## src/hw/cds_pkg.sv

```systemverilog
/*
 * constants, register map and carrier types for the camera dma
 * scale configuration slice.
 * assumes a 32-bit axi4-lite register bus and a 200 mhz system clock.
 */
`default_nettype none

package cds_pkg;

    // register byte addresses
    localparam logic [31:0] ADDR_B_CR_BURST   = 32'h4f00003c;
    localparam logic [31:0] ADDR_A_LAST_LINE  = 32'h4f000040;
    localparam logic [31:0] ADDR_B_LAST_LINE  = 32'h4f000044;
    localparam logic [31:0] ADDR_STATUS       = 32'h4f000048;
    localparam logic [31:0] ADDR_LUMA_RATIO   = 32'h4f00004c;
    localparam logic [31:0] ADDR_CHROMA_RATIO = 32'h4f000050;

    // reset values
    localparam logic [31:0] RST_B_CR_BURST   = 32'h00000000;
    localparam logic [31:0] RST_LAST_LINE    = 32'h1b581040;
    localparam logic [31:0] RST_LUMA_RATIO   = 32'h14001400;
    localparam logic [31:0] RST_CHROMA_RATIO = 32'h14002800;

    // field positions of every split register
    localparam int HI_MSB = 31;
    localparam int HI_LSB = 16;
    localparam int LO_MSB = 15;
    localparam int LO_LSB = 0;

    // status bit positions
    localparam int ST_A_DELAY = 0;
    localparam int ST_A_PULSE = 1;
    localparam int ST_B_DELAY = 2;
    localparam int ST_B_PULSE = 3;
    localparam int ST_CR_BUSY = 4;

    // pixels packed per 32-bit word, as a shift
    localparam int PIX_PER_WORD_SHIFT = 2;
    // burst lengths the memory master supports
    localparam logic [15:0] BURST_4  = 16'h0004;
    localparam logic [15:0] BURST_8  = 16'h0008;
    localparam logic [15:0] BURST_16 = 16'h0010;
    localparam logic [15:0] SINGLE   = 16'h0001;
    // ratio meaning unity scaling
    localparam logic [15:0] RATIO_UNITY = 16'h1000;

    localparam logic [1:0] RESP_OKAY   = 2'b00;
    localparam logic [1:0] RESP_SLVERR = 2'b10;

    typedef struct packed {
        logic [15:0] horiz;
        logic [15:0] vert;
    } cds_ratio_t;

    typedef struct packed {
        logic [15:0] delay;
        logic [15:0] width;
    } cds_timing_t;

    typedef struct packed {
        logic [15:0] mainLen;
        logic [15:0] tailLen;
    } cds_burst_cfg_t;

    typedef enum logic [1:0] {
        BURST_IDLE   = 2'b00,
        BURST_MAIN   = 2'b01,
        BURST_TAIL   = 2'b10,
        BURST_SINGLE = 2'b11
    } cds_burst_state_t;

    typedef enum logic [1:0] {
        PULSE_IDLE  = 2'b00,
        PULSE_DELAY = 2'b01,
        PULSE_HIGH  = 2'b10
    } cds_pulse_state_t;

endpackage

`default_nettype wire

```

## src/hw/cds_top.sv

```systemverilog
/*
 * camera dma scale configuration: cr burst splitter for port b,
 * synthetic last-line pulses for ports a and b, scale ratios for port a.
 * assumes an axi4-lite master, lineRefPin from the sensor (async),
 * and same-clock line control from the capture datapath.
 */
// What this block does
// - upper half of cr burst register is the main cr burst length
// - lower half of cr burst register is the final remaining burst length
// - one pixel per byte, four per word; words are chroma pixels over four
// - a tail goes out as single transfers until exactly 4, 8 or 16 words are left, which then go as one burst
// - port a counts delay field clocks from last line pulse start
// - port a holds its synthetic pulse for width field clocks
// - port b has its own delay and width fields, same meaning
// - luma horizontal ratio in upper half, vertical in lower, times 4096
// - chroma horizontal ratio in upper half, vertical in lower
`default_nettype none

module cds_top (
    input  wire logic                      clk,
    input  wire logic                      rst_n,
    input  wire logic [31:0]               s_axi_awaddr,
    input  wire logic                      s_axi_awvalid,
    output logic                           s_axi_awready,
    input  wire logic [31:0]               s_axi_wdata,
    input  wire logic [3:0]                s_axi_wstrb,
    input  wire logic                      s_axi_wvalid,
    output logic                           s_axi_wready,
    output logic [1:0]                     s_axi_bresp,
    output logic                           s_axi_bvalid,
    input  wire logic                      s_axi_bready,
    input  wire logic [31:0]               s_axi_araddr,
    input  wire logic                      s_axi_arvalid,
    output logic                           s_axi_arready,
    output logic [31:0]                    s_axi_rdata,
    output logic [1:0]                     s_axi_rresp,
    output logic                           s_axi_rvalid,
    input  wire logic                      s_axi_rready,
    input  wire logic                      lineRefPin,
    input  wire logic [1:0]                lastLineArm,
    output logic [1:0]                     synthLineRef,
    input  wire logic                      crLineStart,
    input  wire logic [15:0]               crLinePixels,
    output logic                           crBurstValid,
    output logic [15:0]                    crBurstLen,
    input  wire logic                      crBurstReady,
    output cds_pkg::cds_ratio_t            lumaScale,
    output cds_pkg::cds_ratio_t            chromaScale,
    output logic [3:0]                     downScale
);

    ////////////////////////////////////////////////////////////////////////
    // register bus slave
    logic                      awHeld_reg;
    logic                      wHeld_reg;
    logic [31:0]               awAddr_reg;
    logic [31:0]               wData_reg;
    logic                      doWrite;
    cds_pkg::cds_burst_cfg_t   crCfg_reg;
    cds_pkg::cds_timing_t      timing_reg [2];
    logic [31:0]               status;

    assign doWrite = awHeld_reg && wHeld_reg && !s_axi_bvalid;

    always_ff @(posedge clk or negedge rst_n) begin
        if (!rst_n) begin
            awHeld_reg    <= 1'b0;
            awAddr_reg    <= 32'h00000000;
            s_axi_awready <= 1'b0;
        end else begin
            s_axi_awready <= !awHeld_reg && !s_axi_awready;
            if (s_axi_awvalid && s_axi_awready) begin
                awHeld_reg    <= 1'b1;
                awAddr_reg    <= s_axi_awaddr;
                s_axi_awready <= 1'b0;
            end else if (doWrite) begin
                awHeld_reg <= 1'b0;
            end
        end
    end

    always_ff @(posedge clk or negedge rst_n) begin
        if (!rst_n) begin
            wHeld_reg    <= 1'b0;
            wData_reg    <= 32'h00000000;
            s_axi_wready <= 1'b0;
        end else begin
            s_axi_wready <= !wHeld_reg && !s_axi_wready;
            if (s_axi_wvalid && s_axi_wready) begin
                wHeld_reg    <= 1'b1;
                wData_reg    <= s_axi_wdata;
                s_axi_wready <= 1'b0;
            end else if (doWrite) begin
                wHeld_reg <= 1'b0;
            end
        end
    end

    always_ff @(posedge clk or negedge rst_n) begin
        if (!rst_n) begin
            s_axi_bvalid <= 1'b0;
            s_axi_bresp  <= cds_pkg::RESP_OKAY;
        end else if (doWrite) begin
            s_axi_bvalid <= 1'b1;
            unique case (awAddr_reg)
                cds_pkg::ADDR_B_CR_BURST, cds_pkg::ADDR_A_LAST_LINE,
                cds_pkg::ADDR_B_LAST_LINE, cds_pkg::ADDR_LUMA_RATIO,
                cds_pkg::ADDR_CHROMA_RATIO: s_axi_bresp <= cds_pkg::RESP_OKAY;
                default: s_axi_bresp <= cds_pkg::RESP_SLVERR;
            endcase
        end else if (s_axi_bready) begin
            s_axi_bvalid <= 1'b0;
        end
    end

    // configuration registers; wstrb ignored, whole word written
    always_ff @(posedge clk or negedge rst_n) begin
        if (!rst_n) begin
            crCfg_reg     <= cds_pkg::RST_B_CR_BURST;
            timing_reg[0] <= cds_pkg::RST_LAST_LINE;
            timing_reg[1] <= cds_pkg::RST_LAST_LINE;
            lumaScale     <= cds_pkg::RST_LUMA_RATIO;
            chromaScale   <= cds_pkg::RST_CHROMA_RATIO;
        end else if (doWrite) begin
            unique case (awAddr_reg)
                cds_pkg::ADDR_B_CR_BURST:   crCfg_reg     <= wData_reg;
                cds_pkg::ADDR_A_LAST_LINE:  timing_reg[0] <= wData_reg;
                cds_pkg::ADDR_B_LAST_LINE:  timing_reg[1] <= wData_reg;
                cds_pkg::ADDR_LUMA_RATIO:   lumaScale     <= wData_reg;
                cds_pkg::ADDR_CHROMA_RATIO: chromaScale   <= wData_reg;
                default: ;
            endcase
        end
    end

    // write-only registers read as zero; status shows live state
    always_ff @(posedge clk or negedge rst_n) begin
        if (!rst_n) begin
            s_axi_arready <= 1'b0;
            s_axi_rvalid  <= 1'b0;
            s_axi_rdata   <= 32'h00000000;
            s_axi_rresp   <= cds_pkg::RESP_OKAY;
        end else begin
            s_axi_arready <= !s_axi_rvalid && !s_axi_arready;
            if (s_axi_arvalid && s_axi_arready) begin
                s_axi_arready <= 1'b0;
                s_axi_rvalid  <= 1'b1;
                s_axi_rdata   <= 32'h00000000;
                s_axi_rresp   <= cds_pkg::RESP_OKAY;
                unique case (s_axi_araddr)
                    cds_pkg::ADDR_STATUS: s_axi_rdata <= status;
                    cds_pkg::ADDR_B_CR_BURST, cds_pkg::ADDR_A_LAST_LINE,
                    cds_pkg::ADDR_B_LAST_LINE, cds_pkg::ADDR_LUMA_RATIO,
                    cds_pkg::ADDR_CHROMA_RATIO: ;
                    default: s_axi_rresp <= cds_pkg::RESP_SLVERR;
                endcase
            end else if (s_axi_rvalid && s_axi_rready) begin
                s_axi_rvalid <= 1'b0;
            end
        end
    end

    ////////////////////////////////////////////////////////////////////////
    // synthetic last-line pulse, one engine per port
    logic                       lineRefMeta_reg;
    logic                       lineRefSync_reg;
    logic                       lineRefPrev_reg;
    logic                       lineRefRise;
    cds_pkg::cds_pulse_state_t  pulseState_reg [2];
    logic [15:0]                pulseCnt_reg   [2];

    always_ff @(posedge clk or negedge rst_n) begin
        if (!rst_n) begin
            lineRefMeta_reg <= 1'b0;
            lineRefSync_reg <= 1'b0;
            lineRefPrev_reg <= 1'b0;
        end else begin
            lineRefMeta_reg <= lineRefPin;
            lineRefSync_reg <= lineRefMeta_reg;
            lineRefPrev_reg <= lineRefSync_reg;
        end
    end

    assign lineRefRise = lineRefSync_reg && !lineRefPrev_reg;

    for (genvar p = 0; p < 2; p++) begin : g_port
        always_ff @(posedge clk or negedge rst_n) begin
            if (!rst_n) begin
                pulseState_reg[p] <= cds_pkg::PULSE_IDLE;
                pulseCnt_reg[p]   <= 16'h0000;
                synthLineRef[p]   <= 1'b0;
            end else begin
                unique case (pulseState_reg[p])
                    cds_pkg::PULSE_IDLE: begin
                        if (lineRefRise && lastLineArm[p]) begin
                            pulseState_reg[p] <= cds_pkg::PULSE_DELAY;
                            pulseCnt_reg[p]   <= timing_reg[p].delay;
                        end
                    end
                    cds_pkg::PULSE_DELAY: begin
                        if (pulseCnt_reg[p] <= 16'h0001) begin
                            if (timing_reg[p].width != 16'h0000) begin
                                pulseState_reg[p] <= cds_pkg::PULSE_HIGH;
                                synthLineRef[p]   <= 1'b1;
                            end else begin
                                pulseState_reg[p] <= cds_pkg::PULSE_IDLE;
                            end
                            pulseCnt_reg[p] <= timing_reg[p].width;
                        end else begin
                            pulseCnt_reg[p] <= pulseCnt_reg[p] - 16'h0001;
                        end
                    end
                    cds_pkg::PULSE_HIGH: begin
                        if (pulseCnt_reg[p] <= 16'h0001) begin
                            pulseState_reg[p] <= cds_pkg::PULSE_IDLE;
                            synthLineRef[p]   <= 1'b0;
                        end else begin
                            pulseCnt_reg[p] <= pulseCnt_reg[p] - 16'h0001;
                        end
                    end
                    default: pulseState_reg[p] <= cds_pkg::PULSE_IDLE;
                endcase
            end
        end

        a_pulse_start: assert property (@(posedge clk) disable iff (!rst_n)
            pulseState_reg[p] == cds_pkg::PULSE_DELAY && pulseCnt_reg[p] <= 1
            && timing_reg[p].width != 0 |=> synthLineRef[p])
            else $error("synthetic pulse did not start after delay");
        a_pulse_width: assert property (@(posedge clk) disable iff (!rst_n)
            $rose(synthLineRef[p]) && timing_reg[p].width == 16'h0003
            && !doWrite |-> synthLineRef[p] [*3] ##1 !synthLineRef[p])
            else $error("synthetic pulse width wrong");
        c_pulse: cover property (@(posedge clk) $fell(synthLineRef[p]));
    end

    ////////////////////////////////////////////////////////////////////////
    // cr burst splitter for port b
    cds_pkg::cds_burst_state_t  burstState_reg;
    cds_pkg::cds_burst_state_t  burstState_next;
    logic [15:0]                crRemain_reg;
    logic [15:0]                crRemain_next;
    logic [15:0]                crLen_next;
    logic [15:0]                crWords;
    logic                       burstDone;

    assign crWords   = {2'b00, crLinePixels[15:cds_pkg::PIX_PER_WORD_SHIFT]};
    assign burstDone = crBurstValid && crBurstReady;
    assign crRemain_next = burstDone ? crRemain_reg - crBurstLen
                                     : crWords;

    // choose the next transfer from what is left of the line
    always_comb begin
        burstState_next = cds_pkg::BURST_IDLE;
        crLen_next      = 16'h0000;
        if (crRemain_next == 16'h0000) begin
            burstState_next = cds_pkg::BURST_IDLE;
        end else if (crCfg_reg.mainLen != 16'h0000
                     && crRemain_next > crCfg_reg.tailLen
                     && crRemain_next >= crCfg_reg.mainLen) begin
            burstState_next = cds_pkg::BURST_MAIN;
            crLen_next      = crCfg_reg.mainLen;
        end else if (crRemain_next == cds_pkg::BURST_4
                     || crRemain_next == cds_pkg::BURST_8
                     || crRemain_next == cds_pkg::BURST_16) begin
            burstState_next = cds_pkg::BURST_TAIL;
            crLen_next      = crRemain_next;
        end else begin
            burstState_next = cds_pkg::BURST_SINGLE;
            crLen_next      = cds_pkg::SINGLE;
        end
    end

    always_ff @(posedge clk or negedge rst_n) begin
        if (!rst_n) begin
            burstState_reg <= cds_pkg::BURST_IDLE;
            crRemain_reg   <= 16'h0000;
            crBurstValid   <= 1'b0;
            crBurstLen     <= 16'h0000;
        end else if (burstDone
                     || (burstState_reg == cds_pkg::BURST_IDLE
                         && crLineStart)) begin
            burstState_reg <= burstState_next;
            crRemain_reg   <= crRemain_next;
            crBurstValid   <= burstState_next != cds_pkg::BURST_IDLE;
            crBurstLen     <= crLen_next;
        end
    end

    ////////////////////////////////////////////////////////////////////////
    // scale direction flags and status
    always_ff @(posedge clk or negedge rst_n) begin
        if (!rst_n) begin
            downScale <= 4'h0;
        end else begin
            downScale <= {chromaScale.vert  > cds_pkg::RATIO_UNITY,
                          chromaScale.horiz > cds_pkg::RATIO_UNITY,
                          lumaScale.vert    > cds_pkg::RATIO_UNITY,
                          lumaScale.horiz   > cds_pkg::RATIO_UNITY};
        end
    end

    always_comb begin
        status = 32'h00000000;
        status[cds_pkg::ST_A_DELAY] = pulseState_reg[0] == cds_pkg::PULSE_DELAY;
        status[cds_pkg::ST_A_PULSE] = pulseState_reg[0] == cds_pkg::PULSE_HIGH;
        status[cds_pkg::ST_B_DELAY] = pulseState_reg[1] == cds_pkg::PULSE_DELAY;
        status[cds_pkg::ST_B_PULSE] = pulseState_reg[1] == cds_pkg::PULSE_HIGH;
        status[cds_pkg::ST_CR_BUSY] = burstState_reg != cds_pkg::BURST_IDLE;
    end

    ////////////////////////////////////////////////////////////////////////
    // checks
    a_main_len: assert property (@(posedge clk) disable iff (!rst_n)
        burstState_reg == cds_pkg::BURST_MAIN
        |-> crBurstValid && crBurstLen == crCfg_reg.mainLen)
        else $error("main cr burst length wrong");
    a_tail_len: assert property (@(posedge clk) disable iff (!rst_n)
        burstState_reg == cds_pkg::BURST_TAIL
        |-> crBurstLen == crRemain_reg)
        else $error("tail cr burst length wrong");
    a_single_len: assert property (@(posedge clk) disable iff (!rst_n)
        burstState_reg == cds_pkg::BURST_SINGLE
        |-> crBurstLen == 16'h0001 && crRemain_reg < 16'h0010)
        else $error("single transfer length wrong");
    a_line_words: assert property (@(posedge clk) disable iff (!rst_n)
        burstState_reg == cds_pkg::BURST_IDLE && crLineStart
        |=> crRemain_reg == ($past(crLinePixels) >> 2))
        else $error("words per line not pixels over four");
    a_b_timing: assert property (@(posedge clk) disable iff (!rst_n)
        doWrite && awAddr_reg == cds_pkg::ADDR_B_LAST_LINE
        |=> timing_reg[1].delay == $past(wData_reg[31:16])
            && timing_reg[1].width == $past(wData_reg[15:0]))
        else $error("port b timing fields wrong");
    a_luma_fields: assert property (@(posedge clk) disable iff (!rst_n)
        doWrite && awAddr_reg == cds_pkg::ADDR_LUMA_RATIO
        |=> lumaScale.horiz == $past(wData_reg[31:16])
            && lumaScale.vert == $past(wData_reg[15:0]))
        else $error("luma ratio fields wrong");
    a_chroma_fields: assert property (@(posedge clk) disable iff (!rst_n)
        doWrite && awAddr_reg == cds_pkg::ADDR_CHROMA_RATIO
        |=> chromaScale.horiz == $past(wData_reg[31:16])
            && chromaScale.vert == $past(wData_reg[15:0]))
        else $error("chroma ratio fields wrong");
    a_down_flag: assert property (@(posedge clk) disable iff (!rst_n)
        lumaScale.horiz == 16'h1000 && $stable(lumaScale.horiz)
        |=> !downScale[0])
        else $error("unity ratio flagged as downscale");

    c_write_then_resp: cover property (@(posedge clk) doWrite ##1 s_axi_bvalid);
    c_main_then_tail: cover property (@(posedge clk)
        burstState_reg == cds_pkg::BURST_MAIN ##[1:40]
        burstState_reg == cds_pkg::BURST_TAIL);
    c_singles: cover property (@(posedge clk)
        burstState_reg == cds_pkg::BURST_SINGLE [*2]);

endmodule

`default_nettype wire

```

## config.mk

```make
export PLATFORM = sky130hd
export DESIGN_NAME = cds_top
export DESIGN_NICKNAME = d
export VERILOG_FILES = /design/src/hw/cds_pkg.sv /design/src/hw/cds_top.sv
export SDC_FILE = /design/constraint.sdc
export NUM_CORES = 1
export LEC_CHECK = 0
export BUFFER_PORTS_ARGS = -buffer_cell sky130_fd_sc_hd__buf_2
export CORE_ASPECT_RATIO = 0.8
export CORE_UTILIZATION = 30
export DETAILED_ROUTE_END_ITERATION = 10
export GPL_TIMING_DRIVEN = 0
export PLACE_DENSITY = 0.5
export SLEW_MARGIN = 20
export SYNTH_ARGS = -nofsm -noshare
export SYNTH_HDL_FRONTEND = slang
export SYNTH_SLANG_ARGS = --single-unit
```

## constraint.sdc

```tcl
create_clock -name clk -period 5.9 [get_ports clk]
set_input_delay 1.475 -clock clk [delete_from_list [all_inputs] [get_ports clk]]
set_output_delay 1.475 -clock clk [all_outputs]
set_load 0.05 [all_outputs]
```

==> results.md <==
* Ports at ~260
* Vias/cell at 4.95
* Reg2Reg Setup Slack at between 0.8 and 0.9 ns
* Slew Limit Fails at 0
* Worst r2r dst: crBurstLen[2]
* Non-Filler Instances at between 2000 and 2500
* Worst setup EP type: flip-flop
* Mapped Cells at around 1400
* Post-Syn Area per Cell at around 11 µm²
* Hold wc startpoint: lineRefMeta_reg
* Number of flip-flops in the largest register at between 60 and 70
* Status: finished, final reports clean
* Final period util at between 80% and 90%
* Die extent in x at between 200 and 300 µm
* Row Count at 74
* Largest net degree at the start of global routing at 93
* Total Wirelength at 48300 µm
* Critical path data arrival time at roughly 5.6 ns
* Final Skew at roughly 0.015 ns
* CTS tree: built
* Worst-Skew Late Latency at 0.55 ns
* Share of async-settable or async-resettable flops after synthesis at 100%
* Global route overflow at 0
* # DRC at 0
* Hold Path Sink: lineRefSync_reg
* Clock buffer depth at 3
* Reg2reg path depth at 16
* Die height at roughly 210 µm
* Period minus WS final at roughly 5.1 ns
* Synth cell types at 90
* # port buffers at 220
* Number of global-route vias before repair at 11700
* H-Tree Level Count at 2
* Slew @ Worst Pin at ~1.1 ns
* Via count at around 12000
* Total Routing Usage GR at 18.2%
* Clk root buf: clkbuf_16
* Routability cong. at just under 0.9
* VDD IR-drop max at 0.176 mV
* Layout cells sized above 1 at roughly a third
* Critical Path RT at approximately 6.4 ns
* Slew headroom at around 29%
* R2r startpoint: crBurstLen[1]
* Postcts setup bufs at 0
* Core area at roughly 51000 µm²
* DPL Wire Length at around 36000 µm
* Starting Density at between 30% and 40%
* Final Hold Fails at 0
* Drt pass-1 iters at 5
* Register area share after synthesis at 50.7%
* Initial antenna violation count at 10
* Reg clk slew, reported paths at 0.06 ns
* Synth Warn # at 0
* Post-Syn Area at 15800 µm²
* Crit path max fanout at 6
* Maxcap violations at 0
* Pwr dens at about 410 nW/µm²
* Wire length per cell at around 20 µm
* Main synth FF type: dfrtp_1
* Startpoint type of the worst setup path: flip-flop
* Hold Path Stages at 0
* Cts repair resizes at 0
* Synth Register Bits at approximately 320
* # hold bufs at CTS at 0
* Min-delay worst type: reg2reg
* Setup Viol. Count Final at 0
* Fmax at between 150 and 200 MHz
* LEAKAGE at ~9.0 nW
* DR iter-0 viols at 719
* Clk sink count at between 300 and 400
* RSZ-0062 raised after global routing: no
* Number of flops mapped to enable cells by yosys at 0
* Nets at 1883
* Syn-to-layout area delta at 21.6%
* Crit path kind: reg2reg
* Post-route ant nets at 0
* Die area at roughly 53000 µm²
* TritonCTS Buffers at 36
* Cells after DPL at about 2300
* Fin util at 37.2%
* First-pass GRT wire length at ~73000 µm
## kinds of logic (layout without fill, tap and decap cells)
group	count (synthesis)	in the layout	synth area share, %
simple gates	354	354	11.1
flops	318	318	50.7
compound gates	278	278	11.9
mux	213	213	15.2
buf+inv	154	442	4.75
fa+ha+maj	60	60	4.81
xor+xnor	28	28	1.56
other cells	1	33	0.0238
## how the worst max path moves through the flow
stage                        start               to  depth (start not counted)
global placement             rst_n  crRemain_reg[2]                          1
CTS                  crBurstLen[1]    crBurstLen[2]                         16
floorplan             crBurstReady    crBurstLen[0]                         14
global route        crBurstLen[12]    crBurstLen[2]                         17
detailed placement    crBurstReady    crBurstLen[2]                         15
finish               crBurstLen[1]    crBurstLen[2]                         16
## per-layer routing
| layer | share of wire, % | vias to the layer above | GRT usage, % |
|---|---|---|---|
| met5 | 0.14 | - | 0 |
| met4 | 1.9 | 12 | 4.80 |
| met3 | 5.7 | 71 | 3.82 |
| met2 | 42 | 300 | 26.7 |
| met1 | 50 | 5952 | 27.1 |
| li1 | - | 5604 | - |
## area by class of cell
class / instances / area (µm²)
fill: 5139 / 32300
timing repair buffer: 223 / 1190
tap: 684 / 856
multi-input combinational: 962 / 7120
inverter: 73 / 274
buffer: 81 / 474
clock inverter: 12 / 153
antenna: 4 / 10.0
clock buffer: 53 / 1080
sequential: 318 / 7990
## report_power, final
group	switching, mW	leakage (nW)	total (mW)	internal (mW)
clock	0.939	0.605	2.34	1.40
sequential	0.629	4.05	3.17	2.54
combinational	1.33	4.39	2.27	0.937
## metrics by stage
| stage | power, mW | TNS, ns | worst slack, ns | hold slack [ns] | area, µm² |
|---|---|---|---|---|---|
| 2_1_floorplan | 4.52 | 0 | 1.44 | 0.331 | 15900 |
| 3_3_place_gp | 5.41 | -856.04 | -2.90 | 0.336 | 17800 |
| 3_5_place_dp | 5.48 | 0 | 0.396 | 0.341 | 17900 |
| 4_1_cts | 7.87 | 0 | 0.840 | 0.356 | 19100 |
| 5_1_grt | 8.24 | 0 | 0.518 | 0.369 | 19100 |
| 6_report | 7.78 | 0 | 0.823 | 0.352 | 19200 |
## cells in the final DEF, fill, tap and decap left out, types with 35 or more instances in the layout
cell,Yosys,final
a21oi_1,59,59
buf_2,16,235
clkbuf_1,27,35
clkbuf_16,0,38
dfrtp_1,292,292
ha_1,59,59
inv_1,72,72
mux2_2,204,204
nand2_1,124,124
nor2_1,86,86
nor4_1,38,38
o21ai_0,89,89
## worst max-delay path, cell delays in order, from the launching register on
cell and delay (ns):
dfrtp_1 0.46, inv_1 0.08, ha_1 0.30, nor2b_4 0.14, o31ai_2 0.45, a211oi_2 0.16, o21a_1 0.20, o31ai_1 0.87
ha_1 0.40, nand2_1 0.09, nor4_1 0.07, a211o_1 0.29, o211ai_1 0.53, and2_1 0.23, nand4bb_2 0.17, o41ai_1 0.38
a22o_1 0.18
## synthesized netlist by cell type (3+ instances only)
cell,n,area [µm²]
dfrtp_1,292,7310
nand2b_1,7,43.8
nand2_1,124,465
nor2_1,86,323
o211ai_1,14,105
buf_4,29,218
o311ai_0,4,35.0
a22oi_1,15,113
o31ai_2,4,50.1
a22o_2,5,50.1
o21a_1,10,75.1
dfstp_2,26,683
buf_1,5,18.8
buf_2,16,80.1
nand3_1,10,50.1
clkbuf_1,27,101
and3_1,3,18.8
clkbuf_8,3,41.3
a21oi_1,59,295
a31oi_1,4,25.0
o21ai_1,5,25.0
mux2_2,204,2300
ha_1,59,738
nand4_1,17,106
xnor2_1,16,140
nor2b_1,4,25.0
xor2_1,12,105
mux2_1,4,45.0
o22ai_1,3,18.8
nor3_1,28,140
o31ai_1,3,22.5
nand3b_1,4,30.0
inv_1,72,270
a2111o_1,5,56.3
or4_1,6,45.0
a21o_1,8,60.1
a22o_1,16,140
nor4_1,38,238
a21oi_2,3,26.3
o21ai_0,89,445
mux2i_1,5,50.1
Power figures use the tool's default switching activity.
